==> src/hdl/lvr_pkg.sv <==
package lvr_pkg;
  // link shape
  localparam int LANES = 4;
  localparam int SLOTS = 7;
  localparam int WORD_W = LANES * SLOTS;
  // timing
  localparam int SYS_CLK_MHZ = 100;
  localparam int PLL_LOCK_MS = 10;
  localparam int LOCK_CYCLES = PLL_LOCK_MS * 1000 * SYS_CLK_MHZ;
  localparam int LOSS_CYCLES = 256;
  // counter and synchroniser widths
  localparam int CNT_W = 9;
  localparam int ACC_W = 16;
  localparam int SYNC_W = 2 * LANES + 3;
  // buffering
  localparam int FIFO_DEPTH = 8;
  // phase step per system cycle: two per serial slot
  localparam logic [ACC_W-1:0] PHASE_STEP = 16'h000E;
  localparam logic [ACC_W-1:0] HALF_SLOTS = 16'h0007;
  localparam logic [CNT_W-1:0] LOSS_COUNT = 9'h100;
  localparam logic [2:0] SLOT_DONE = 3'h7;
  // link states
  typedef enum logic [1:0] {
    LVR_DOWN = 2'b00,
    LVR_WAIT = 2'b01,
    LVR_LOCKING = 2'b10,
    LVR_LOCKED = 2'b11
  } lvr_link_state_t;
endpackage

==> src/hdl/lvr_fifo_if.sv <==
`timescale 1ns/10ps
interface lvr_fifo_if #(parameter int WIDTH = 28) ();
  logic wr_valid;
  logic wr_ready;
  logic [WIDTH-1:0] wr_data;
  logic rd_valid;
  logic rd_ready;
  logic [WIDTH-1:0] rd_data;
  logic flush;
  modport fifo (
    input wr_valid, wr_data, rd_ready, flush,
    output wr_ready, rd_valid, rd_data
  );
  modport user (
    output wr_valid, wr_data, rd_ready, flush,
    input wr_ready, rd_valid, rd_data
  );
endinterface

==> src/hdl/lvr_stream_fifo.sv <==
`timescale 1ns/10ps
module lvr_stream_fifo #(
  parameter int WIDTH = 28,
  parameter int DEPTH = 8
) (
  input wire logic clk_sys_in,
  input wire logic reset_n_in,
  lvr_fifo_if.fifo port
);
  localparam int PTR_W = $clog2(DEPTH);
  logic [WIDTH-1:0] mem [DEPTH];
  logic [PTR_W-1:0] wr_ptr;
  logic [PTR_W-1:0] rd_ptr;
  logic [PTR_W:0] count;
  wire do_write;
  wire do_read;

  // handshakes and flags
  assign port.wr_ready = (count != (PTR_W+1)'(DEPTH)) && !port.flush;
  assign port.rd_valid = (count != '0) && !port.flush;
  assign port.rd_data = mem[rd_ptr];
  assign do_write = port.wr_valid && port.wr_ready;
  assign do_read = port.rd_valid && port.rd_ready;

  // storage, no reset needed
  always_ff @(posedge clk_sys_in) begin
    if (do_write) mem[wr_ptr] <= port.wr_data;
  end

  // pointers and fill count
  always_ff @(posedge clk_sys_in or negedge reset_n_in) begin
    if (!reset_n_in) begin
      wr_ptr <= '0;
      rd_ptr <= '0;
      count <= '0;
    end else if (port.flush) begin
      wr_ptr <= '0;
      rd_ptr <= '0;
      count <= '0;
    end else begin
      if (do_write) wr_ptr <= (wr_ptr == PTR_W'(DEPTH - 1)) ? '0 : wr_ptr + 1'b1;
      if (do_read) rd_ptr <= (rd_ptr == PTR_W'(DEPTH - 1)) ? '0 : rd_ptr + 1'b1;
      count <= count + (PTR_W+1)'(do_write) - (PTR_W+1)'(do_read);
    end
  end
endmodule // lvr_stream_fifo

==> src/hdl/lvr_lvds_28bit_receiver.sv <==
// How it works
// - four differential data lanes plus clock lane
// - 28 parallel outputs, once per period
// - regenerated clock rises mid data stability
// - powerdown low forces all outputs low
// - undriven data lane reads as high
// - undriven data, live clock: data outputs high
// - clock lost: data outputs hold last
// - undriven clock: regenerated clock held high, low if no clock since reset or powerdown release
// - exactly five lanes: four data, one clock
// - seven serial bits per clock period
// - lock within 10 ms after release
// - two periods latency to parallel output
`timescale 1ns/10ps
module lvr_lvds_28bit_receiver #(
  parameter int LOCK_CYCLES = lvr_pkg::LOCK_CYCLES,
  parameter int FIFO_DEPTH = lvr_pkg::FIFO_DEPTH
) (
  input wire logic clk_sys_in,
  input wire logic reset_n_in,
  input wire logic [lvr_pkg::LANES-1:0] serial_data_lane_p_in,
  input wire logic [lvr_pkg::LANES-1:0] serial_data_lane_n_in,
  input wire logic forwarded_clock_p_in,
  input wire logic forwarded_clock_n_in,
  input wire logic powerdown_n_in,
  output logic [lvr_pkg::WORD_W-1:0] parallel_data_out,
  output logic regenerated_clock_out,
  output logic link_locked_out
);
  localparam int LOCK_W = $clog2(LOCK_CYCLES + 1);
  localparam int W = lvr_pkg::WORD_W;

  // failsafe receiver: equal legs mean floating or only terminated
  function automatic logic rx_level(input logic p, input logic n);
    return (p == n) ? 1'b1 : p;
  endfunction

  logic [lvr_pkg::SYNC_W-1:0] sync_a;
  logic [lvr_pkg::SYNC_W-1:0] sync_b;
  logic fclk_prev;
  logic [lvr_pkg::CNT_W-1:0] cnt;
  logic [lvr_pkg::CNT_W-1:0] period;
  logic [lvr_pkg::ACC_W-1:0] pair;
  logic [lvr_pkg::ACC_W-1:0] acc;
  logic [lvr_pkg::ACC_W-1:0] target;
  logic [2:0] slot;
  logic [W-1:0] word;
  logic word_full;
  logic [W-1:0] push_word;
  logic push_valid;
  logic [LOCK_W-1:0] lock_cnt;
  lvr_pkg::lvr_link_state_t state;
  lvr_pkg::lvr_link_state_t next_state;
  lvr_fifo_if #(.WIDTH(W)) fq ();

  wire [lvr_pkg::LANES-1:0] lane_p;
  wire [lvr_pkg::LANES-1:0] lane_n;
  wire [lvr_pkg::LANES-1:0] lane_bit;
  wire pd_n;
  wire fclk_failsafe;
  wire fclk;
  wire rise;
  wire lost;
  wire sample;
  wire locked;
  wire half_reached;
  wire lock_done;
  wire [lvr_pkg::ACC_W-1:0] period_w;
  wire [lvr_pkg::ACC_W-1:0] period_new;
  wire [lvr_pkg::ACC_W-1:0] step2;
  wire [lvr_pkg::ACC_W-1:0] pair_new;
  wire [lvr_pkg::ACC_W-1:0] pair_now;
  wire [lvr_pkg::ACC_W-1:0] elapsed;
  wire [lvr_pkg::ACC_W-1:0] thr_now;
  wire [lvr_pkg::ACC_W-1:0] next_target;
  wire [2:0] slot_now;
  wire full_now;

  // two-flop synchroniser for the powerdown, clock and data lane inputs
  always_ff @(posedge clk_sys_in or negedge reset_n_in) begin
    if (!reset_n_in) begin
      sync_a <= '0;
      sync_b <= '0;
    end else begin
      sync_a <= {powerdown_n_in, forwarded_clock_p_in, forwarded_clock_n_in,
                 serial_data_lane_p_in, serial_data_lane_n_in};
      sync_b <= sync_a;
    end
  end

  // lane decode from synchronised legs
  assign pd_n = sync_b[lvr_pkg::SYNC_W-1];
  assign lane_p = sync_b[2*lvr_pkg::LANES-1:lvr_pkg::LANES];
  assign lane_n = sync_b[lvr_pkg::LANES-1:0];
  assign fclk_failsafe = (sync_b[lvr_pkg::SYNC_W-2] == sync_b[lvr_pkg::SYNC_W-3]);
  assign fclk = rx_level(sync_b[lvr_pkg::SYNC_W-2], sync_b[lvr_pkg::SYNC_W-3]);
  for (genvar l = 0; l < lvr_pkg::LANES; l++) begin : g_lane
    assign lane_bit[l] = rx_level(lane_p[l], lane_n[l]);
  end

  // edge, loss and sampling decisions
  assign rise = fclk && !fclk_prev && !fclk_failsafe;
  assign lost = fclk_failsafe || (cnt == lvr_pkg::LOSS_COUNT);
  assign step2 = lvr_pkg::PHASE_STEP + lvr_pkg::PHASE_STEP;
  assign period_w = lvr_pkg::ACC_W'(period);
  assign period_new = lvr_pkg::ACC_W'(cnt) + 16'h0001;
  // two periods summed, so one-cycle quantising does not skew slots
  assign pair_new = period_w + period_new;
  assign pair_now = rise ? pair_new : pair;
  assign elapsed = rise ? '0 : acc;
  assign thr_now = rise ? pair_new : target;
  assign slot_now = rise ? 3'h0 : slot;
  assign full_now = rise ? 1'b0 : word_full;
  // slot k once 28*(cycles+1) reaches (2k+1) times the period pair
  assign sample = !full_now && (elapsed + step2 >= thr_now);
  assign next_target = thr_now + pair_now + pair_now;
  assign half_reached = acc >= (pair * lvr_pkg::HALF_SLOTS);
  assign locked = (state == lvr_pkg::LVR_LOCKED);
  assign lock_done = (lock_cnt == LOCK_W'(LOCK_CYCLES - 1));

  // period measurement and phase accumulator
  always_ff @(posedge clk_sys_in or negedge reset_n_in) begin
    if (!reset_n_in) begin
      fclk_prev <= 1'b1;
      cnt <= lvr_pkg::LOSS_COUNT;
      period <= '0;
      pair <= '0;
      acc <= '0;
    end else begin
      fclk_prev <= fclk;
      if (rise) begin
        cnt <= '0;
        period <= (cnt == lvr_pkg::LOSS_COUNT) ? cnt : cnt + 1'b1;
        pair <= pair_new;
        acc <= step2;
      end else if (cnt != lvr_pkg::LOSS_COUNT) begin
        cnt <= cnt + 1'b1;
        acc <= acc + step2;
      end
    end
  end

  // slot capture; slot zero may fall on the rise itself
  always_ff @(posedge clk_sys_in or negedge reset_n_in) begin
    if (!reset_n_in) begin
      target <= '1;
      slot <= '0;
      word <= '0;
      word_full <= 1'b0;
    end else if (rise || sample) begin
      if (sample) begin
        for (int l = 0; l < lvr_pkg::LANES; l++) begin
          word[l*lvr_pkg::SLOTS + int'(slot_now)] <= lane_bit[l];
        end
      end
      target <= sample ? next_target : thr_now;
      slot <= slot_now + {2'b00, sample};
      word_full <= full_now ||
                   (sample && (slot_now == lvr_pkg::SLOT_DONE - 3'h1));
    end
  end

  // hand finished word to the fifo; stalls while fifo is full
  always_ff @(posedge clk_sys_in or negedge reset_n_in) begin
    if (!reset_n_in) begin
      push_word <= '0;
      push_valid <= 1'b0;
    end else if (!locked) begin
      push_valid <= 1'b0;
    end else if (rise && word_full && (!push_valid || fq.wr_ready)) begin
      push_word <= word;
      push_valid <= 1'b1;
    end else if (fq.wr_ready) begin
      push_valid <= 1'b0;
    end
  end

  assign fq.wr_valid = push_valid;
  assign fq.wr_data = push_word;
  assign fq.rd_ready = locked && rise;
  assign fq.flush = !locked;

  lvr_stream_fifo #(.WIDTH(W), .DEPTH(FIFO_DEPTH)) u_fifo (
    .clk_sys_in(clk_sys_in),
    .reset_n_in(reset_n_in),
    .port(fq.fifo)
  );

  // link state: powerdown, waiting for clock, locking, locked
  always_comb begin
    next_state = state;
    case (state)
      lvr_pkg::LVR_DOWN: if (pd_n && !lost) next_state = lvr_pkg::LVR_LOCKING;
      lvr_pkg::LVR_WAIT: if (!lost) next_state = lvr_pkg::LVR_LOCKING;
      lvr_pkg::LVR_LOCKING: begin
        if (lost) next_state = lvr_pkg::LVR_WAIT;
        else if (lock_done) next_state = lvr_pkg::LVR_LOCKED;
      end
      lvr_pkg::LVR_LOCKED: if (lost) next_state = lvr_pkg::LVR_WAIT;
      default: next_state = lvr_pkg::LVR_DOWN;
    endcase
    if (!pd_n) next_state = lvr_pkg::LVR_DOWN;
  end

  // state register and lock timer
  always_ff @(posedge clk_sys_in or negedge reset_n_in) begin
    if (!reset_n_in) begin
      state <= lvr_pkg::LVR_DOWN;
      lock_cnt <= '0;
    end else begin
      state <= next_state;
      if (next_state != lvr_pkg::LVR_LOCKING) lock_cnt <= '0;
      else lock_cnt <= lock_cnt + 1'b1;
    end
  end

  // outputs: low in powerdown; on loss data held, clock high, lock low; updated once per period
  always_ff @(posedge clk_sys_in or negedge reset_n_in) begin
    if (!reset_n_in) begin
      parallel_data_out <= '0;
      regenerated_clock_out <= 1'b0;
      link_locked_out <= 1'b0;
    end else begin
      link_locked_out <= (next_state == lvr_pkg::LVR_LOCKED);
      if (state == lvr_pkg::LVR_DOWN) begin
        parallel_data_out <= '0;
        regenerated_clock_out <= 1'b0;
      end else if (!locked) begin
        regenerated_clock_out <= 1'b1;
      end else if (rise) begin
        if (fq.rd_valid) parallel_data_out <= fq.rd_data;
        regenerated_clock_out <= 1'b0;
      end else if (half_reached) begin
        regenerated_clock_out <= 1'b1;
      end
    end
  end
endmodule // lvr_lvds_28bit_receiver

==> config.mk <==
export PLATFORM = sky130hd
export DESIGN_NAME = lvr_lvds_28bit_receiver
export DESIGN_NICKNAME = d
export VERILOG_FILES = /design/src/hdl/lvr_pkg.sv /design/src/hdl/lvr_fifo_if.sv /design/src/hdl/lvr_stream_fifo.sv /design/src/hdl/lvr_lvds_28bit_receiver.sv
export SDC_FILE = /design/constraint.sdc
export NUM_CORES = 1
export LEC_CHECK = 0
export BUFFER_PORTS_ARGS = -buffer_cell sky130_fd_sc_hd__buf_2
export CELL_PAD_IN_SITES_DETAIL_PLACEMENT = 1
export CELL_PAD_IN_SITES_GLOBAL_PLACEMENT = 1
export CORE_MARGIN = 8
export CORE_UTILIZATION = 37
export DETAILED_ROUTE_END_ITERATION = 8
export GPL_TIMING_DRIVEN = 0
export PLACE_DENSITY = 0.71
export SLEW_MARGIN = 10
export SYNTH_ARGS = -nofsm -noshare
export SYNTH_HDL_FRONTEND = slang
export SYNTH_SLANG_ARGS = --single-unit
==> constraint.sdc <==
create_clock -name clk_sys_in -period 6.43 [get_ports clk_sys_in]
set_input_delay 0.9645 -clock clk_sys_in [delete_from_list [all_inputs] [get_ports clk_sys_in]]
set_output_delay 0.9645 -clock clk_sys_in [all_outputs]
set_load 0.02 [all_outputs]
==> results summary, run 1 <==
The maximum clock rate came out at 168.0 MHz. The share of the clock period used by the worst path after layout came out at 0.9257. The portion of total power attributed to the clock network came out at 0.307. The count of yosys warnings during synthesis came out at 0. The number of nets in the synthesized netlist is 1,661. The basic-gate share of the synthesized area counting and, or, nand and nor cells is 0.09130. At the later pin of the worst-skew pair, clock insertion delay measures 0.59 ns.

The share of the synthesized area in the top cell type is 0.3305. The residual antenna-violating net count after detailed routing came out at 0. The analysis attributes to net switching a power of 3.375 mW. Using the TritonRoute via totals, the vias-per-cell ratio works out to 5.369. The via count of the first global-routing pass is 14,105. The slew of the pin with the lowest slew margin came out at 0.9767 ns. The final number of max-transition violations came to 0. For this configuration, the core starts out at a cell density of 0.3716. The post-synthesis adder-cell area fraction is 0.07611. The area of all placed cells without fillers is 0.02342 mm2.

The initial antenna violation count came out at 0. The worst setup skew after layout came out at 0.01159 ns. The total global-route track usage came out at 0.1626. TritonCTS built the clock tree. The critical path arrival came out at 6.43 ns.

The post-synthesis area per instance came out at 13.26 um2. In the routed design, unresolved DRC markers number 0. The category of the most critical setup path is reg2reg. In the final routed layout, each cell accounts on average for 21.35 um. Global routing finished with a remaining overflow of 0. The proportion of layout cells with a drive suffix above 1 is 0.1744. By instance count, the leading cell after synthesis is sky130_fd_sc_hd__edfxtp_1. The number of synthesized flops with an enable pin came out at 224. The row count came out at 86. The total count of hold-check failures in the final report came to 0. During placement, the flow inserted port buffers numbering 42. The vias after detailed routing is 12,767. The number of nets in the layout came out at 1,763. The max-capacitance violation count is 0. The deepest clock path buffer count came out at 3. The register clock-pin slew on the reported worst setup and hold paths is 0.06 ns.

The xor-xnor portion of the synthesized cell area came out at 0.03013. The post-synthesis sequential element count came out at 433. The relative area change from synthesis to final layout came out at 15.06%. 43 I/O pins were placed. In this run the worst setup path begins at sync_b[8]. Setup repair after global routing left no endpoint under its margin. The HPWL after detailed placement is 35,830 um.

Before antenna repair, the detailed router went through 5 iterations. The switching power as a share of total power came out at 0.3545. The netlist area before placement came out at 0.02035 mm2. The cell at the root of the clock tree is sky130_fd_sc_hd__clkbuf_16. The sequential area share after synthesis came out at 0.5886. The cell taking the most area after synthesis is sky130_fd_sc_hd__edfxtp_1. In the synthesized netlist the dominant register cell turns out to be sky130_fd_sc_hd__edfxtp_1.

In this run the horizontal extent of the chip is 250.5 um. Internal power comes to 6.144 mW. The maximum fanout encountered on the critical timing path came out at 10. Counting I/O delays and the setup requirement, the final critical path takes 5.952 ns. The commonest cells after synthesis are sky130_fd_sc_hd__edfxtp_1 (224), sky130_fd_sc_hd__dfrtp_1 (191), sky130_fd_sc_hd__nand2_1 (137). The final setup violation count is 0. The first global-routing pass estimated 81,000 um of wire. The power per standard cell area is 406.5 mW/mm2. The vertical die dimension is 250.5 um. Summing all placed instances gives a cell area of 0.02176 mm2.

The number of DRC markers in iteration 0 came out at 746. Wires add up to 50,780 um. The main combinational cell family by area after synthesis is multiplexers. The gate count after technology mapping came out at 1,535. The share of total power in combinational logic is 0.326. At the end of routability-driven placement, the weighted congestion stood at 0.8360. The leakage power came out at 9.757 nW. The repair_antennas step left the layout with diodes totalling 0.

The worst setup path is launched from a flip-flop. The number of buffers added by the clock tree synthesis step came out at 46. In this run the critical register-to-register path is launched from sync_b[8].

The proportion of register bits with asynchronous set or reset after synthesis came out at 0.4827. After floorplanning, the core was sized to cover 0.05477 mm2. The portion of total power attributed to sequential cells came out at 0.367. The die area is 0.06276 mm2.

The clock net in this run drives a total of 433 sinks. The number of distinct library cells after synthesis came out at 68. After synthesis, the cell types taking the most area are sky130_fd_sc_hd__edfxtp_1 (33%), sky130_fd_sc_hd__dfrtp_1 (23%), sky130_fd_sc_hd__mux4_2 (6.2%).

The relative max-transition margin came out at 0.3488. The largest net degree at the start of global routing is 92. The worst supply voltage drop on vdd is 0.2149 mV.

The area fraction in compound gates after synthesis is 0.08687. The number of inserted filler cells in the final layout came out at 5,660. The setup TNS came out at 0 ns. The worst setup path is captured at a flip-flop. The path class of the tightest hold or removal check is in2async. The flow ran to the end, and the final reports show no timing, DRC or antenna violations. Measured against the total synthesized area, the mux share comes to 0.1014. At the worst endpoint, the required time is 6.90 ns. In this run the number of H-tree levels came out at 2.
-- kinds of logic (layout without fill, tap and decap cells) --
family | count (synthesis) | after routing
flops | 433 | 433
simple gates | 384 | 384
compound gates | 283 | 283
mux | 131 | 131
buf+inv | 121 | 260
fa+ha+maj | 113 | 113
xor+xnor | 70 | 70
-- sequential cells by signal (all words and copies together), names as in the netlist, 2 cells and up --
register,flops
lock_cnt,20
parallel_data_out,28
u_fifo.rd_ptr,3
cnt,9
pair,15
word,28
acc,14
u_fifo.count,4
slot,3
sync_a,11
target,16
sync_b,11
u_fifo.wr_ptr,3
fq.wr_data,28
state,2
u_fifo.mem,224
period,9
-- power groups by stage --
stage	Clock [mW]	Sequential, mW	Combinational [mW]
after floorplan	0	3.53	2.15
after global placement	0	3.53	2.99
after detailed placement	0	3.55	3.12
after CTS	2.99	3.50	3.14
after global routing	3.07	3.53	3.48
final	2.92	3.49	3.11
-- metrics by stage --
| step | instances | util | hold slack [ns] | setup slack, ns | power (mW) |
|---|---|---|---|---|---|
| 2_1_floorplan | 1535 | - | 0.3312 | 1.517 | 5.684 |
| 3_3_place_gp | 2281 | 0.3915 | 0.3343 | -0.07684 | 6.520 |
| 3_5_place_dp | 2295 | 0.3974 | 0.3363 | -0.2327 | 6.669 |
| 4_1_cts | 2379 | 0.4275 | 0.2996 | 0.09390 | 9.631 |
| 5_1_grt | 2378 | 0.4275 | 0.3176 | 0.03248 | 10.09 |
| 6_report | 2378 | 0.4275 | 0.3068 | 0.4775 | 9.519 |
-- cell usage in the layout (no fill, tap or decap), types with 9 or more instances in the layout --
master and instances:
sky130_fd_sc_hd__a21o_1 23, sky130_fd_sc_hd__a21oi_1 80, sky130_fd_sc_hd__a31oi_1 13, sky130_fd_sc_hd__and2_1 9, sky130_fd_sc_hd__and3_1 12, sky130_fd_sc_hd__buf_2 54
sky130_fd_sc_hd__bufinv_16 10, sky130_fd_sc_hd__clkbuf_1 40, sky130_fd_sc_hd__clkbuf_16 46, sky130_fd_sc_hd__clkinv_2 10, sky130_fd_sc_hd__dfrtp_1 191, sky130_fd_sc_hd__dfstp_2 18
sky130_fd_sc_hd__edfxtp_1 224, sky130_fd_sc_hd__fa_1 18, sky130_fd_sc_hd__ha_1 95, sky130_fd_sc_hd__inv_1 53, sky130_fd_sc_hd__mux2_2 39, sky130_fd_sc_hd__mux2i_1 33
sky130_fd_sc_hd__mux4_2 56, sky130_fd_sc_hd__nand2_1 137, sky130_fd_sc_hd__nand2b_1 13, sky130_fd_sc_hd__nand3_1 33, sky130_fd_sc_hd__nand4_1 14, sky130_fd_sc_hd__nor2_1 70
sky130_fd_sc_hd__nor3_1 39, sky130_fd_sc_hd__o21ai_0 68, sky130_fd_sc_hd__o21bai_1 9, sky130_fd_sc_hd__o22ai_1 16, sky130_fd_sc_hd__o31ai_1 31, sky130_fd_sc_hd__or3_1 14
sky130_fd_sc_hd__xnor2_1 33, sky130_fd_sc_hd__xor2_1 37
-- layer usage --
| layer | part of all wire | global-route usage |
|---|---|---|
| met1 | 0.44 | 0.2085 |
| met2 | 0.51 | 0.2846 |
| met3 | 0.035 | 0.02498 |
| met4 | 0.020 | 0.04390 |
| met5 | 0 | 0 |
-- cell type report --
class	instances	area [um2]	area share
clock inverter	33	450.4	0.01924
multi-input combinational	981	7908	0.3377
inverter	55	209.0	0.008924
timing repair buffer	56	478.0	0.02041
buffer	64	306.5	0.01309
clock buffer	52	1204	0.05141
tap	704	880.8	0.03762
sequential	433	11980	0.5116
-- what timing repair did --
item                                    4_1_cts  5_1_grt
resized for setup                             0        3
endpoints found under the setup margin        3        3
pin swaps                                     0        0
hold buffers                                  0        0
setup buffers                                 0        0
-- worst max-delay path, cell delays in order (launching register included) --
cell                       delay (ns)
sky130_fd_sc_hd__dfrtp_1         0.36
sky130_fd_sc_hd__ha_1            0.41
sky130_fd_sc_hd__nor3_4          0.55
sky130_fd_sc_hd__clkbuf_2        0.42
sky130_fd_sc_hd__clkbuf_1        0.58
sky130_fd_sc_hd__clkbuf_1        0.50
sky130_fd_sc_hd__nor2_1          0.11
sky130_fd_sc_hd__ha_1            0.34
sky130_fd_sc_hd__nand2_1         0.06
sky130_fd_sc_hd__o21ai_0         0.37
sky130_fd_sc_hd__nor2_1          0.14
sky130_fd_sc_hd__a221oi_4        0.52
sky130_fd_sc_hd__nand2_4         0.16
sky130_fd_sc_hd__inv_4           0.17
sky130_fd_sc_hd__buf_6           0.20
sky130_fd_sc_hd__buf_2           0.26
sky130_fd_sc_hd__ha_1            0.20
sky130_fd_sc_hd__ha_1            0.22
sky130_fd_sc_hd__mux2_2          0.25
-- final timing paths --
path	to	slack (ns)	depth (start not counted)
max in group asynchronous	link_locked_out	5.28	2
worst min-delay path	sync_a[0]	0.31	1
worst max register to register	slot[1]	0.48	18
worst min register to register	sync_b[3]	0.34	0
min in group clk_sys_in	sync_b[3]	0.34	0
worst max-delay path	slot[1]	0.48	18
(Power assumes the default switching activity.)
==> run 2, diff against run 1 <==
- GPL_TIMING_DRIVEN: 0 -> not set
==> results summary, run 2 (same netlist as run 1, synthesis figures left out) <==
The flow ran to the end, and the final reports show no timing, DRC or antenna violations. From bottom edge to top edge, the die measures 250.5 um. Once layout is complete, the utilization of the core stands at 0.4200.

The die covers 0.06276 mm2. The path class of the tightest hold or removal check is reg2reg. Static timing analysis puts the maximum clock frequency at 198.4 MHz. The analysis attributes to net switching a power of 3.261 mW. The largest net degree at the start of global routing is 113. The total count of hold-check failures in the final report is 0.

The number of buffers added by the clock tree synthesis step came out at 48. The deepest clock path buffer count is 3. The residual antenna-violating net count after detailed routing is 0. The final number of max-transition violations came out at 0. The register clock-pin slew on the reported worst setup and hold paths is 0.06 ns. The relative max-transition margin came out at 0.2829. The area of the placeable core came out at 0.05477 mm2. The clock latency on the worst-skew pair came out at 0.60 ns. The row count is 86.

The post-layout minimum cycle time is 5.040 ns. The power per standard cell area came out at 401.2 mW/mm2. The quantity of gates resized following cts came out at 0. The capture instance of the worst register-to-register path is slot[1]. The critical path endpoint is slot[1]. The tree built by TritonCTS fans out to 433 sinks. Between clock sinks in the finished design, the worst skew comes to 0.02559 ns. The setup TNS is 0 ns. The critical path arrival is 5.51 ns. The portion of total power attributed to the clock network is 0.306. The number of DRC markers in iteration 0 came out at 621. In the final layout, the share of cells above drive strength 1 is 0.1726. The relative area change from synthesis to final layout is 13.02%. Setup repair after global routing left no endpoint under its margin.

The die outline width is 250.5 um. The number of cells traversed by the worst register-to-register path came out at 15. The initial antenna violation count is 0. The detailed router placed 12,459 vias in this run. After clock tree synthesis, the setup repair step added 0 buffers. The iteration count of the initial detailed-routing pass came out at 4. In this run the worst setup path begins at sync_b[8]. The HPWL after detailed placement came out at 30,790 um. The total inserted antenna cells is 0. The worst supply voltage drop on vdd is 0.1995 mV. The register name with the most flops is u_fifo.mem. The max-capacitance violation count came out at 0. At the pin with the least slew margin, the transition time is 1.076 ns. By startpoint and endpoint, the worst setup path is classified as reg2reg. The number of I/O pins came out at 43.

The total global-route track usage is 0.1513. Along the worst path, the maximum fanout reaches 45. The number of hold buffers added after cts is 0. TritonCTS built the clock tree. In this run the register-to-register setup slack is 1.39 ns.

The critical path capture point type is a flip-flop. The CTS H-tree depth is 2. The worst hold slack after final layout came out at 0.3471 ns.

During placement, the flow inserted port buffers numbering 42. The portion of total power attributed to sequential cells came out at 0.383. After detailed routing, the average wire length per cell comes to 20.30 um. The leftover overflow at the end of global routing came out at 0. After detailed routing, the number of remaining DRC violations is 0. The placer congestion estimate is 0.8148. The commonest non-fill, non-tap cell in the layout is sky130_fd_sc_hd__edfxtp_1. The worst setup path is launched from a flip-flop. The initial utilization of the core area, before any placement, comes to 0.3716. The register with the most flip-flops in the layout has 224 of them. The global-route wire length before repair came out at 76,360 um. The number of inserted filler cells in the final layout came out at 5,660. The worst hold path passes through 0 cells.

The number of nets in the layout came out at 1,708. Setup violations remaining at the end of the flow were counted as 0. Leaving out fill and tap cells, the most frequent cells in the layout are sky130_fd_sc_hd__edfxtp_1 (224), sky130_fd_sc_hd__dfrtp_1 (188), sky130_fd_sc_hd__nand2_1 (137), sky130_fd_sc_hd__ha_1 (95), sky130_fd_sc_hd__a21oi_1 (80). Of the total power, combinational logic draws 0.311. The switching power as a share of total power is 0.3535. The critical path required time came out at 6.90 ns. After detailed routing, the total wire length is 47,210 um.

The source of the worst register-to-register timing path is sync_b[8]. The via count of the first global-routing pass is 13,727. The via density per instance came out at 5.356. The leakage power came out at 9.577 nW. The root buffer cell chosen for the clock tree is sky130_fd_sc_hd__clkbuf_16. The internal power is 5.965 mW. The share of the clock period used by the worst path after layout came out at 0.7839.
[run 2: critical path: stages, from the launching register on]
cell                       delay (ns)
sky130_fd_sc_hd__dfrtp_1         0.37
sky130_fd_sc_hd__ha_1            0.40
sky130_fd_sc_hd__or3_2           0.59
sky130_fd_sc_hd__buf_4           0.26
sky130_fd_sc_hd__nor3_1          0.37
sky130_fd_sc_hd__a21oi_1         0.13
sky130_fd_sc_hd__ha_1            0.31
sky130_fd_sc_hd__or3b_1          0.34
sky130_fd_sc_hd__mux2i_1         0.16
sky130_fd_sc_hd__o31ai_2         0.10
sky130_fd_sc_hd__a221oi_4        0.38
sky130_fd_sc_hd__nand2_4         0.29
sky130_fd_sc_hd__inv_4           0.45
sky130_fd_sc_hd__ha_1            0.25
sky130_fd_sc_hd__ha_1            0.23
sky130_fd_sc_hd__mux2_2          0.26
[run 2: layer usage]
| metal | part of all wire | vias to the layer above | global-route usage |
|---|---|---|---|
| met5 | 0 | - | 0 |
| met4 | 0.027 | 0 | 0.04955 |
| met3 | 0.039 | 80 | 0.02394 |
| li1 | - | 5777 | - |
| met1 | 0.44 | 6380 | 0.1895 |
| met2 | 0.50 | 222 | 0.2652 |
[run 2: stage by stage]
stage / worst slack [ns] / instances / power [mW] / cell area (um2)
floorplan: 1.517 / 1535 / 5.684 / 20350
global placement: 1.509 / 2236 / 6.310 / 21340
detailed placement: 1.400 / 2236 / 6.450 / 21340
CTS: 1.350 / 2326 / 9.343 / 23000
global route: 0.9410 / 2326 / 9.821 / 23000
finish: 1.390 / 2326 / 9.227 / 23000
[run 2: area by class of cell]
type / instances / area (um2) / area share
Clock buffer: 66 / 1329 / 0.05777
Clock inverter: 24 / 329.1 / 0.01431
Inverter: 55 / 209.0 / 0.009084
Sequential cell: 433 / 11990 / 0.5211
Multi-Input combinational cell: 981 / 7890 / 0.3430
Tap cell: 704 / 880.8 / 0.03830
Timing Repair Buffer: 63 / 377.9 / 0.01643
[run 2: worst min path at each step]
stage,from,end,slack (ns)
5_1_grt,sync_a[6],sync_b[6],0.36
3_5_place_dp,sync_a[6],sync_b[6],0.34
6_report,sync_a[6],sync_b[6],0.35
2_1_floorplan,sync_a[0],sync_b[0],0.33
3_3_place_gp,sync_a[4],sync_b[4],0.33
4_1_cts,sync_a[6],sync_b[6],0.35
[run 2: power groups by stage]
stage          Combinational (mW)  Sequential (mW)  Clock (mW)
2_1_floorplan                2.15             3.53           0
3_3_place_gp                 2.74             3.57           0
3_5_place_dp                 2.86             3.59           0
4_1_cts                      2.91             3.54        2.89
5_1_grt                      3.25             3.58        2.99
6_report                     2.87             3.53        2.83
